==> src/oss_pkg.sv <==
// Constants and types shared by the oscillator source switch
package oss_pkg;

  localparam int unsigned ADDR_W        = 8;
  localparam int unsigned DATA_W        = 32;

  // Register byte addresses
  localparam logic [ADDR_W-1:0] ADDR_STATUS = 8'h00;
  localparam logic [ADDR_W-1:0] ADDR_TRIM   = 8'h04;
  localparam logic [ADDR_W-1:0] ADDR_CTRL   = 8'h08;

  // Status register fields
  localparam int unsigned STAT_REQ_BIT  = 0;
  localparam int unsigned STAT_ENG_BIT  = 1;

  // Control register fields
  localparam int unsigned CTRL_SEL_LSB  = 0;
  localparam int unsigned CTRL_SEL_W    = 2;
  localparam int unsigned CTRL_PIN2_BIT = 2;

  localparam int unsigned TRIM_W        = 8;
  localparam logic [TRIM_W-1:0] TRIM_RESET = 8'h80;

  // Rising external edges seen before the handover
  localparam int unsigned EDGE_CNT_W    = 2;
  localparam logic [EDGE_CNT_W-1:0] EDGES_NEEDED = 2'h2;

  typedef enum logic [1:0] {
    SRC_INTERNAL = 2'b00,
    SRC_EXT_CLK  = 2'b01,
    SRC_RC       = 2'b10,
    SRC_CRYSTAL  = 2'b11
  } oss_src_t;

  typedef enum logic [1:0] {
    ST_INTERNAL = 2'b00,
    ST_CHECK    = 2'b01,
    ST_HANDOVER = 2'b10,
    ST_EXTERNAL = 2'b11
  } oss_state_t;

  localparam oss_src_t SEL_RESET = SRC_INTERNAL;

endpackage : oss_pkg

==> src/oss_clk_if.sv <==
// Signals between the switch controller and its clock helpers
`timescale 1ns/1ns
`default_nettype none
interface oss_clk_if;
  logic extLevel;
  logic extSync;
  logic checkEnable;
  logic edgesSeen;
  logic srcLevel;
  logic clockRun;
  logic quadClk;
  logic doubleClk;

  modport ctrl (output extLevel, output checkEnable, output srcLevel, output clockRun,
                input extSync, input edgesSeen, input quadClk, input doubleClk);
  modport check (input extLevel, input checkEnable, output extSync, output edgesSeen);
  modport gen (input srcLevel, input clockRun, output quadClk, output doubleClk);
endinterface : oss_clk_if
`default_nettype wire

==> src/oss_edge_check.sv <==
// Synchroniser and two-edge activity check on the external source
`timescale 1ns/1ns
`default_nettype none
module oss_edge_check
  import oss_pkg::*;
(
  input wire logic clk,
  input wire logic reset_n,
  oss_clk_if.check ck
);

  logic                  meta_q;
  logic                  sync_q;
  logic                  prev_q;
  logic [EDGE_CNT_W-1:0] cnt_q;
  logic [EDGE_CNT_W-1:0] cnt_d;
  wire                   riseSeen = sync_q & ~prev_q;

  // first flop only feeds the second
  always_ff @(posedge clk) begin
    meta_q <= ck.extLevel;
    sync_q <= meta_q;
    prev_q <= sync_q;
  end

  // count two rising edges, restart when disabled
  assign cnt_d = !ck.checkEnable ? '0 :
                 (riseSeen && cnt_q != EDGES_NEEDED) ? cnt_q + 2'h1 : cnt_q;

  always_ff @(posedge clk) begin
    if (!reset_n) begin
      cnt_q <= '0;
    end else begin
      cnt_q <= cnt_d;
    end
  end

  assign ck.extSync   = sync_q;
  assign ck.edgesSeen = (cnt_q == EDGES_NEEDED);

endmodule : oss_edge_check
`default_nettype wire

==> src/oss_clk_gen.sv <==
// Quad-rate and double-rate clock generation from the selected source
`timescale 1ns/1ns
`default_nettype none
module oss_clk_gen
  import oss_pkg::*;
(
  input wire logic clk,
  input wire logic reset_n,
  oss_clk_if.gen   gn
);

  logic quad_q;
  logic dbl_q;
  logic run_q;
  wire  quadLow = ~quad_q & ~gn.srcLevel;
  // Gate only changes while the output is low, so no pulse is cut short
  wire  run_d   = quadLow ? gn.clockRun : run_q;
  wire  quad_d  = run_q & gn.srcLevel;
  wire  quadRise = quad_d & ~quad_q;

  always_ff @(posedge clk) begin
    if (!reset_n) begin
      run_q  <= 1'b0;
      quad_q <= 1'b0;
      dbl_q  <= 1'b0;
    end else begin
      run_q  <= run_d;
      quad_q <= quad_d;
      dbl_q  <= quadRise ? ~dbl_q : dbl_q;
    end
  end

  assign gn.quadClk   = quad_q;
  assign gn.doubleClk = dbl_q;

endmodule : oss_clk_gen
`default_nettype wire

==> src/oss_switch_top.sv <==
// Oscillator source selection, glitch-free handover and APB registers
//
// Notes on behaviour
// - two-bit select picks one of four sources
// - external select makes first pin clock input
// - two external rising edges before switching
// - handover without glitch or short pulse
// - set engaged flag, then stop internal oscillator
// - internal oscillator returns only through reset
// - internal/RC: pin two is port bit or clock
// - external/crystal modes ignore pin two enable
// - enable signal gates the oscillator in use
// - quad-rate clock equals source rate
// - double-rate clock is half quad-rate
// - wait mode leaves clocks running
// - stop mode stops source and derived clocks
// - break state keeps both clocks running
// - request bit RW, reset zero, ignored in test/monitor
// - engaged bit read-only, one while external drives
// - trim factor RW, resets to 80 hex
// - internal oscillator selected out of reset
//
// Added by the designer: the register addresses and the APB register port.
`timescale 1ns/1ns
`default_nettype none
module oss_switch_top
  import oss_pkg::*;
(
  input  wire logic              clk,
  input  wire logic              reset_n,
  // APB slave
  input  wire logic              psel,
  input  wire logic              penable,
  input  wire logic              pwrite,
  input  wire logic [ADDR_W-1:0] paddr,
  input  wire logic [DATA_W-1:0] pwdata,
  output logic      [DATA_W-1:0] prdata,
  output logic                   pready,
  output logic                   pslverr,
  // Source clocks, sampled levels
  input  wire logic              internalOscClock,
  input  wire logic              rcNetworkClock,
  input  wire logic              crystalClock,
  input  wire logic              firstPinIn,
  // System integration controls
  input  wire logic              oscillatorEnableSignal,
  input  wire logic              waitMode,
  input  wire logic              stopMode,
  input  wire logic              breakState,
  input  wire logic              monitorBypass,
  input  wire logic              firstTestMode,
  input  wire logic              secondTestMode,
  // Port A bit 4 as seen by the port logic
  input  wire logic              portABit4Out,
  input  wire logic              portABit4Oe,
  output logic                   portABit4In,
  // Second oscillator pin
  input  wire logic              pin2In,
  output logic                   pin2Out,
  output logic                   pin2Oe,
  // Oscillator outputs
  output logic                   firstPinIsClockIn,
  output logic                   internalOscRun,
  output logic                   rcOscRun,
  output logic                   crystalOscRun,
  output logic      [TRIM_W-1:0] trimFactor,
  output logic                   quadRateClock,
  output logic                   doubleRateClock
);

  function automatic logic isExternal(input oss_src_t s);
    isExternal = (s != SRC_INTERNAL);
  endfunction : isExternal

  oss_clk_if ck ();

  oss_state_t       state_q;
  oss_state_t       state_d;
  oss_src_t         sel_q;
  logic             pin2En_q;
  logic             req_q;
  logic             engaged_q;
  logic             useExt_q;
  logic             intRun_q;
  logic [TRIM_W-1:0] trim_q;
  logic [DATA_W-1:0] rdata_q;

  // ---------------- Bus decode ----------------
  wire setupPhase = psel & ~penable;
  wire accessDone = psel & penable;
  wire hitStatus  = (paddr == ADDR_STATUS);
  wire hitTrim    = (paddr == ADDR_TRIM);
  wire hitCtrl    = (paddr == ADDR_CTRL);
  wire mapped     = hitStatus | hitTrim | hitCtrl;
  wire wrStatus   = accessDone & pwrite & hitStatus;
  wire wrTrim     = accessDone & pwrite & hitTrim;
  wire wrCtrl     = accessDone & pwrite & hitCtrl;

  wire [DATA_W-1:0] statusWord = {{(DATA_W-2){1'b0}}, engaged_q, req_q};
  wire [DATA_W-1:0] trimWord   = {{(DATA_W-TRIM_W){1'b0}}, trim_q};
  wire [DATA_W-1:0] ctrlWord   = {{(DATA_W-3){1'b0}}, pin2En_q, sel_q};
  wire [DATA_W-1:0] readMux    = hitStatus ? statusWord :
                                 hitTrim   ? trimWord   :
                                 hitCtrl   ? ctrlWord   : '0;

  // Zero wait states; data is staged in the setup cycle
  assign pready  = 1'b1;
  assign pslverr = accessDone & ~mapped;
  assign prdata  = rdata_q;

  always_ff @(posedge clk) begin
    if (!reset_n) begin
      rdata_q <= '0;
    end else if (setupPhase && !pwrite) begin
      rdata_q <= readMux;
    end
  end

  // ---------------- Configuration registers ----------------
  // select resets to internal; changes are locked once a request leaves the internal state
  always_ff @(posedge clk) begin
    if (!reset_n) begin
      sel_q    <= SEL_RESET;
      pin2En_q <= 1'b0;
    end else if (wrCtrl) begin
      if (state_q == ST_INTERNAL) begin
        sel_q <= oss_src_t'(pwdata[CTRL_SEL_LSB +: CTRL_SEL_W]);
      end
      pin2En_q <= pwdata[CTRL_PIN2_BIT];
    end
  end

  always_ff @(posedge clk) begin
    if (!reset_n) begin
      trim_q <= TRIM_RESET;
    end else if (wrTrim) begin
      trim_q <= pwdata[TRIM_W-1:0];
    end
  end

  // request bit is plain read/write storage
  always_ff @(posedge clk) begin
    if (!reset_n) begin
      req_q <= 1'b0;
    end else if (wrStatus) begin
      req_q <= pwdata[STAT_REQ_BIT];
    end
  end

  // request has no effect in monitor bypass or test modes
  wire reqBlocked   = monitorBypass | firstTestMode | secondTestMode;
  wire reqEffective = req_q & ~reqBlocked & isExternal(sel_q);

  // ---------------- Handover sequencer ----------------
  wire curSrcLow = useExt_q ? ~ck.extSync : ~internalOscClock;
  wire bothLow   = ~ck.quadClk & ~ck.extSync & curSrcLow;

  always_comb begin
    state_d = state_q;
    unique case (state_q)
      ST_INTERNAL: begin
        if (reqEffective) begin
          state_d = ST_CHECK;
        end
      end
      ST_CHECK: begin
        if (!reqEffective) begin
          state_d = ST_INTERNAL;
        end else if (ck.edgesSeen) begin
          state_d = ST_HANDOVER;
        end
      end
      // move only while old source, new source and output are all low
      ST_HANDOVER: begin
        if (bothLow) begin
          state_d = ST_EXTERNAL;
        end
      end
      // no way back except reset, even if the source dies
      ST_EXTERNAL: begin
        state_d = ST_EXTERNAL;
      end
    endcase
  end

  always_ff @(posedge clk) begin
    if (!reset_n) begin
      state_q <= ST_INTERNAL;
    end else begin
      state_q <= state_d;
    end
  end

  wire switchNow = (state_q == ST_HANDOVER) && bothLow;

  // the output source flips at a low point of every clock involved
  always_ff @(posedge clk) begin
    if (!reset_n) begin
      useExt_q <= 1'b0;
    end else if (switchNow) begin
      useExt_q <= 1'b1;
    end
  end

  // engaged is set with the switch, the internal oscillator stops after
  always_ff @(posedge clk) begin
    if (!reset_n) begin
      engaged_q <= 1'b0;
    end else if (switchNow) begin
      engaged_q <= 1'b1;
    end
  end

  // internal oscillator runs from reset until one cycle after engaged
  always_ff @(posedge clk) begin
    if (!reset_n) begin
      intRun_q <= 1'b1;
    end else if (engaged_q) begin
      intRun_q <= 1'b0;
    end
  end

  // ---------------- External source selection ----------------
  // the external level comes from the source that the select names
  always_comb begin
    unique case (sel_q)
      SRC_EXT_CLK: ck.extLevel = firstPinIn;
      SRC_RC:      ck.extLevel = rcNetworkClock;
      SRC_CRYSTAL: ck.extLevel = crystalClock;
      SRC_INTERNAL: ck.extLevel = 1'b0;
    endcase
  end

  // counting starts once the request is accepted
  assign ck.checkEnable = (state_q == ST_CHECK);

  // source seen by the output stage
  assign ck.srcLevel = useExt_q ? ck.extSync : internalOscClock;

  // stop mode or enable low halts; wait and break do not
  // waitMode and breakState deliberately leave the clocks alone
  wire srcAllowed = oscillatorEnableSignal & ~stopMode;
  assign ck.clockRun = srcAllowed;

  oss_edge_check u_edge (
    .clk     (clk),
    .reset_n (reset_n),
    .ck      (ck.check)
  );

  oss_clk_gen u_gen (
    .clk     (clk),
    .reset_n (reset_n),
    .gn      (ck.gen)
  );

  assign quadRateClock   = ck.quadClk;
  assign doubleRateClock = ck.doubleClk;

  // enable reaches all three oscillator run outputs
  assign internalOscRun = intRun_q & srcAllowed;
  assign rcOscRun       = (sel_q == SRC_RC) & srcAllowed;
  assign crystalOscRun  = (sel_q == SRC_CRYSTAL) & srcAllowed;

  assign trimFactor = trim_q;

  // external select turns the first pin into the clock input
  assign firstPinIsClockIn = isExternal(sel_q);

  // ---------------- Second oscillator pin ----------------
  // pin function by mode; enable bit counts only for internal and RC
  wire pin2Crystal = (sel_q == SRC_CRYSTAL);
  wire pin2ClkOut  = ((sel_q == SRC_INTERNAL) || (sel_q == SRC_RC)) && pin2En_q;
  wire pin2IsPort  = ~pin2Crystal & ~pin2ClkOut;

  always_comb begin
    if (pin2Crystal) begin
      // inverting amplifier output, active while the crystal runs
      pin2Out = ~firstPinIn;
      pin2Oe  = crystalOscRun;
    end else if (pin2ClkOut) begin
      pin2Out = ck.quadClk;
      pin2Oe  = 1'b1;
    end else begin
      pin2Out = portABit4Out;
      pin2Oe  = portABit4Oe;
    end
  end

  // Port logic reads zero while the pin serves the oscillator
  assign portABit4In = pin2IsPort & pin2In;

endmodule : oss_switch_top
`default_nettype wire

==> config.mk <==
export PLATFORM = sky130hd
export DESIGN_NAME = oss_switch_top
export DESIGN_NICKNAME = d
export VERILOG_FILES = /design/src/oss_pkg.sv /design/src/oss_clk_if.sv /design/src/oss_edge_check.sv /design/src/oss_clk_gen.sv /design/src/oss_switch_top.sv
export SDC_FILE = /design/constraint.sdc
export NUM_CORES = 1
export LEC_CHECK = 0
export ABC_AREA = 1
export BUFFER_PORTS_ARGS = -buffer_cell sky130_fd_sc_hd__clkbuf_2
export CELL_PAD_IN_SITES_DETAIL_PLACEMENT = 0
export CELL_PAD_IN_SITES_GLOBAL_PLACEMENT = 1
export CORE_UTILIZATION = 30
export CTS_BUF_LIST = sky130_fd_sc_hd__clkbuf_4 sky130_fd_sc_hd__clkbuf_8
export DETAILED_ROUTE_END_ITERATION = 7
export GPL_ROUTABILITY_DRIVEN = 0
export PLACE_DENSITY_LB_ADDON = 0.1
export SKIP_CTS_REPAIR_TIMING = 1
export SYNTH_ARGS = -nofsm -noshare
export SYNTH_HDL_FRONTEND = slang
export SYNTH_SLANG_ARGS = --single-unit
==> constraint.sdc <==
create_clock -name clk -period 3 [get_ports clk]
set_input_delay 0.15 -clock clk [delete_from_list [all_inputs] [get_ports clk]]
set_output_delay 0.15 -clock clk [all_outputs]
set_load 0.02 [all_outputs]
; After elaboration in Yosys (flattened, before gate mapping)
; Cells that the tools add are included.
; W data, S select, Z words.
[word_totals]
reg_bits = 56
in_bits = 59
output_inout_bits = 51
wordCells = 95
[op_classes]
addsub = 1
n_eq_ne = 13
muxes = 15
n_bitwise = 38
n_reduce_logical = 13
[op_table]
columns = operator, count
row1 = $and A1 B1 Y1, 21
row2 = $mux W8, 2
row3 = $not A1 Y1, 13
row4 = $eq A2 B2 Y1 const B, 5
row5 = $eq A8 B3 Y1 const B, 1
row6 = $eq A8 B4 Y1 const B, 1
row7 = $logic_not A8 Y1, 1
row8 = $mux W2, 4
row9 = $pmux W2 S4, 1
row10 = $mux W1, 6
row11 = $ne A2 B2 Y1 const B, 3
row12 = $eq A2 B1 Y1 const B, 2
row13 = $logic_and A1 B1 Y1, 4
row14 = $logic_not A2 Y1, 2
row15 = $or A1 B1 Y1, 4
row16 = $pmux W1 S4, 1
row17 = $reduce_and A2 Y1, 2
row18 = $mux W3, 1
row19 = $ne A3 B3 Y1 const B, 1
row20 = $reduce_and A3 Y1, 1
row21 = $add A2 B1 Y2 const B, 1
row22 = $reduce_bool A2 Y1, 1
row23 = $logic_not A1 Y1, 1
row24 = $logic_or A1 B1 Y1, 1

; Logic depth before layout (Yosys ltp)
[logic_depth]
depth_word = 7
ltp_mapped = 8
depth_no_buf = 8

; Cells and area by module
; From an unflattened synthesis, not the netlist that was laid out.
[hier_totals]
hier_cells = 247
hier_area_um2 = 1722.9
[by_module_without_submodules]
columns = module, n_inst, cells_each, area_each_um2, seq_area_each_um2
row1 = oss_switch_top, 1, 208, 1421.4, 480.5
row2 = oss_edge_check, 1, 23, 187.7, 100.1
row3 = oss_clk_gen, 1, 16, 113.9, 60.1

; Worst setup path after synthesis
; No wires, ideal clock.
[synth_timing]
kind = input to output
startpoint = in paddr[7]
endpoint = out pslverr
t_arrival_ns = 1.090
required_ns = 2.850
setup_slack_ns = 1.760
path_stages = 4
path_buffers = 0
path_cell_list = nor2_1 nand2_2 nor2_2 nor4_1
[synth_between]
elab_chain_cells = 5
word_cells_on_any_way = 7
cone_classes = 2 x eq/ne / 4 x bitwise / 1 x reduce/logical
[synth_rtl]
columns = element, line
row1 = from (decl), oss_switch_top.sv:35  ; input wire logic [ADDR_W-1:0] paddr,
row2 = $eq A8 B3 Y1 or $logic_not A8 Y1 (tied branches), "oss_switch_top.sv:92, oss_switch_top.sv:91"
row3 = $or A1 B1 Y1, oss_switch_top.sv:94  ; wire mapped = hitStatus | hitTrim | hitCtrl;
row4 = $or A1 B1 Y1 (*), oss_switch_top.sv:94
row5 = $not A1 Y1 (*), oss_switch_top.sv:108  ; assign pslverr = accessDone & ~mapped;
row6 = $and A1 B1 Y1 (*), oss_switch_top.sv:108
row7 = to (decl), oss_switch_top.sv:39  ; output logic pslverr,
; Mark *: on every way between the ends. The rest lies on a longest branch, timed or not.

; Final worst setup path
[layout_timing]
startpoint = reg sel_q[0]
endpoint = out pin2Out
[layout_between]
elab_chain_cells = 5
word_cells_on_any_way = 7
cone_classes = 2 x eq/ne / 2 x mux / 3 x reduce/logical
[layout_rtl]
columns = element, line
row1 = from (decl), oss_switch_top.sv:79  ; oss_src_t sel_q;
row2 = from (signal assigned), oss_switch_top.sv:127  ; sel_q <= oss_src_t'(pwdata[CTRL_SEL_LSB +: CTRL_SEL_W]);
row3 = $eq A2 B2 Y1 or $logic_not A2 Y1 (tied branches), oss_switch_top.sv:273  ; wire pin2ClkOut = ((sel_q == SRC_INTERNAL) || (sel_q == SRC_RC)) && pin2En_q;
row4 = $logic_or A1 B1 Y1, oss_switch_top.sv:273
row5 = $logic_and A1 B1 Y1, oss_switch_top.sv:273
row6 = $mux W1, oss_switch_top.sv:281  ; end else if (pin2ClkOut) begin
row7 = $mux W1 (*), oss_switch_top.sv:277  ; if (pin2Crystal) begin
row8 = to (decl), oss_switch_top.sv:59  ; output logic pin2Out,
; Marked as above.

==> results.toml <==
[status]
outcome = "finished clean"

[power]
p_int_uw = 711
powerDensity_nw_per_um2 = 459
cellLeakagePower_uw = 0.000991
power_frac_clock_pct = 43.9
p_sw_uw = 225
sw_frac_of_total_pct = 24.1
vdd_drop_max_mv = 0.174
combPwrFrac_pct = 10.4
power.share.sequential_pct = 45.8

[setup_path]
r2r-start = "u_edge.cnt_q[0]$_SDFFE_PN0P_"
slowest_delay_ns = 0.46
rrSetupSlack_ns = 1.69
crit_type = "reg2out"
reg2reg_depth = 5
cp_max_fo = 7
slowest_stage = "dfxtp_1"
cp.required_ns = 2.85
start_kind = "flip-flop"
cp_data_arrival_time_ns = 1.33
timing.rr.end = "u_edge.cnt_q[0]$_SDFFE_PN0P_"
cp-end-kind = "primary output"
crit_chain = "nand2_1 -> o221ai_1 -> clkbuf_2"

[sta]
period_minus_slack_ns = 1.48
timing.fmax_ghz = 0.678
hold_ws_ns = 0.0638
rsz0062_at_grt = "false"
slew_violations = 0
setup_viol_count_final = 0
finalSetupTns_ns = 0
hold_viol = 0
finalClockSkew_ns = 0.00593
fin_crit_sh_pct = 49.2

[yosys]
yosys.area_share.xor_xnor_pct = 0
synth.distinct_cells = 28
synth_fa_ha_area_share_pct = 0.754
synthArstFlopShare_pct = 0
netlist.area_leader.share_pct = 38.6
yosys_warnings = 0
synth.largest_area_cell = "dfxtp_1"
synth_edf_count = 0
syn_area_sq_um = 1660
yosys.area_share.simple_pct = 30.6
synth_area_per_cell_sq_um = 7.13
synth_cells = 233
synthFlopType = "dfxtp_1"
synth-compound-area-share_pct = 11.9
synth_common_cells = "nand2_1, nor2_1, dfxtp_1, buf_4, inv_1"
yosysMostFrequentCell = "nand2_1"
synthTopCellsByArea = "dfxtp_1, buf_4, nand2_1, nor2_1, nand3_1"
synthMuxAreaShare_pct = 0
seq_area_frac_synth_pct = 38.6
synth_seq_cells = 32
synth_top_family_by_area = "simple AND/OR/NAND/NOR gates"

[die]
die_h_um = 76.4
pin_count = 110
die-area_sq_um = 5840
start_util_pct = 31.9
fp.dieW_um = 76.4
fp.coreArea_sq_um = 5200
num_rows = 26

[grt]
grt_pass1_vias = 1448
grt_pass1_wl_um = 6400
grt_util_all_layers_pct = 13.8
antenna_found_initial = 0
grt_max_degree = 17
grt_use_met3_pct = 4.07
busiest_layer = "met2"
grtUsageMet2_pct = 23.3
grt-ovfl-total = 0
use_met1_pct = 16.1

[layout]
multi_input_area_sq_um = 812
seqCellArea_sq_um = 641
utilization_pct = 39.2
antenna_cells = 0
fillers = 596
nets = 354
drive_gt1_share_pct = 27.5
syn_to_final_growth_pct = 22.9

[route]
ant_nets = 0
dr.pass1.iters = 4
drc = 0
num_vias = 1548
vias_per_cell = 4.24
finalWirelength_um = 3820
initialDrtViolationCount = 30
wire_per_inst_um = 10.5

[clocking]
cts_buffer_depth = 2
cts_root_buffer = "clkbuf_8"
cts_tree = "yes"
worstSkewPairLatency_ns = 0.28
cts_num_sinks = 32
cts_made_buffers = 5
h-tree-depth = 2
clk_pin_slew_ns = 0.07

[worst_hold_path]
holdPathStages = 3
worstHoldEndpoint = "trimFactor[7]$_SDFFE_PN1P_"
min-delay-path-class = "in2reg"
hp-start = "pwdata[7]"

[flow_run]
maxCapViolCount = 0

[place]
dp_hpwl_um = 2970
place.port_buffers = 58
-- logic make-up after synthesis --
family / after synthesis
DFF: 32
other: 2
buffers and inverters: 52
adders and majority gates: 1
and+or+nand+nor: 109
AOI/OAI and AO/OA: 37
-- metrics by stage --
stage / worst slack, ns / cells / power (uW) / instance area, sq um
floorplan: 1.76 / 256 / 525 / 1750
global placement: 1.71 / 357 / 536 / 1930
detailed placement: 1.72 / 357 / 535 / 1930
CTS: 1.49 / 365 / 948 / 2040
global route: 1.38 / 365 / 979 / 2040
finish: 1.52 / 365 / 936 / 2040
-- worst max-delay path: cells and delay by family (launching register included) --
kind	cells	cell delay, ns
compound gates	1	0.21
buf+inv	1	0.20
flops	1	0.46
simple gates	1	0.18
-- flip-flops by register name, indices dropped and copies added (netlist names) --
signal / count
sel_q: 2
pin2En_q: 1
state_q: 2
u_edge.ck.extSync: 1
u_edge.cnt_q: 2
u_gen.gn.quadClk: 1
req_q: 1
engaged_q: 1
trimFactor: 8
u_edge.meta_q: 1
u_gen.gn.doubleClk: 1
prdata: 8
u_edge.prev_q: 1
u_gen.run_q: 1
intRun_q: 1
-- worst max path at each step --
stage | from | to | slack (ns) | cells after the start
2_1_floorplan | paddr[7] | pslverr | 1.76 | 4
3_3_place_gp | u_edge.cnt_q[0]$_SDFFE_PN0P_ | u_edge.cnt_q[0]$_SDFFE_PN0P_ | 1.71 | 5
3_5_place_dp | u_edge.cnt_q[0]$_SDFFE_PN0P_ | u_edge.cnt_q[0]$_SDFFE_PN0P_ | 1.72 | 5
4_1_cts | sel_q[0]$_SDFFE_PN0P_ | pin2Out | 1.49 | 3
5_1_grt | sel_q[0]$_SDFFE_PN0P_ | pin2Oe | 1.38 | 4
6_report | sel_q[0]$_SDFFE_PN0P_ | pin2Out | 1.52 | 3
-- placed cells by master (no fill, tap or decap), drive strengths merged, types with 2 or more instances in the layout --
master,count
clkinv,2
nor3,3
o21ai,17
nand2,40
conb,25
dfxtp,32
nand3,21
nor2,40
clkbuf,64
inv,24
a21oi,18
-- metal layers --
| layer | share of wire, % | up-vias |
|---|---|---|
| met5 | 0 | - |
| met4 | 1.5 | 0 |
| met3 | 5.8 | 4 |
| met2 | 44 | 58 |
| met1 | 49 | 670 |
| li1 | - | 816 |
-- final cells by class --
cell class              count  area share, %
repair buffers             58           14.2
flip-flops and latches     32           31.4
clock inverters             2           1.72
inverters                  25           4.84
well taps                  70           4.29
clock buffers               6           3.74
multi-input cells         172           39.8
-- power groups by stage --
stage          sequential, uW  combinational, uW  clock [uW]
2_1_floorplan             439               85.6           0
3_3_place_gp              438               97.9           0
3_5_place_dp              438               97.6           0
4_1_cts                   428               97.8         422
5_1_grt                   428                107         444
6_report                  428               96.9         411
Note: power is estimated with default switching activity, not from simulation.
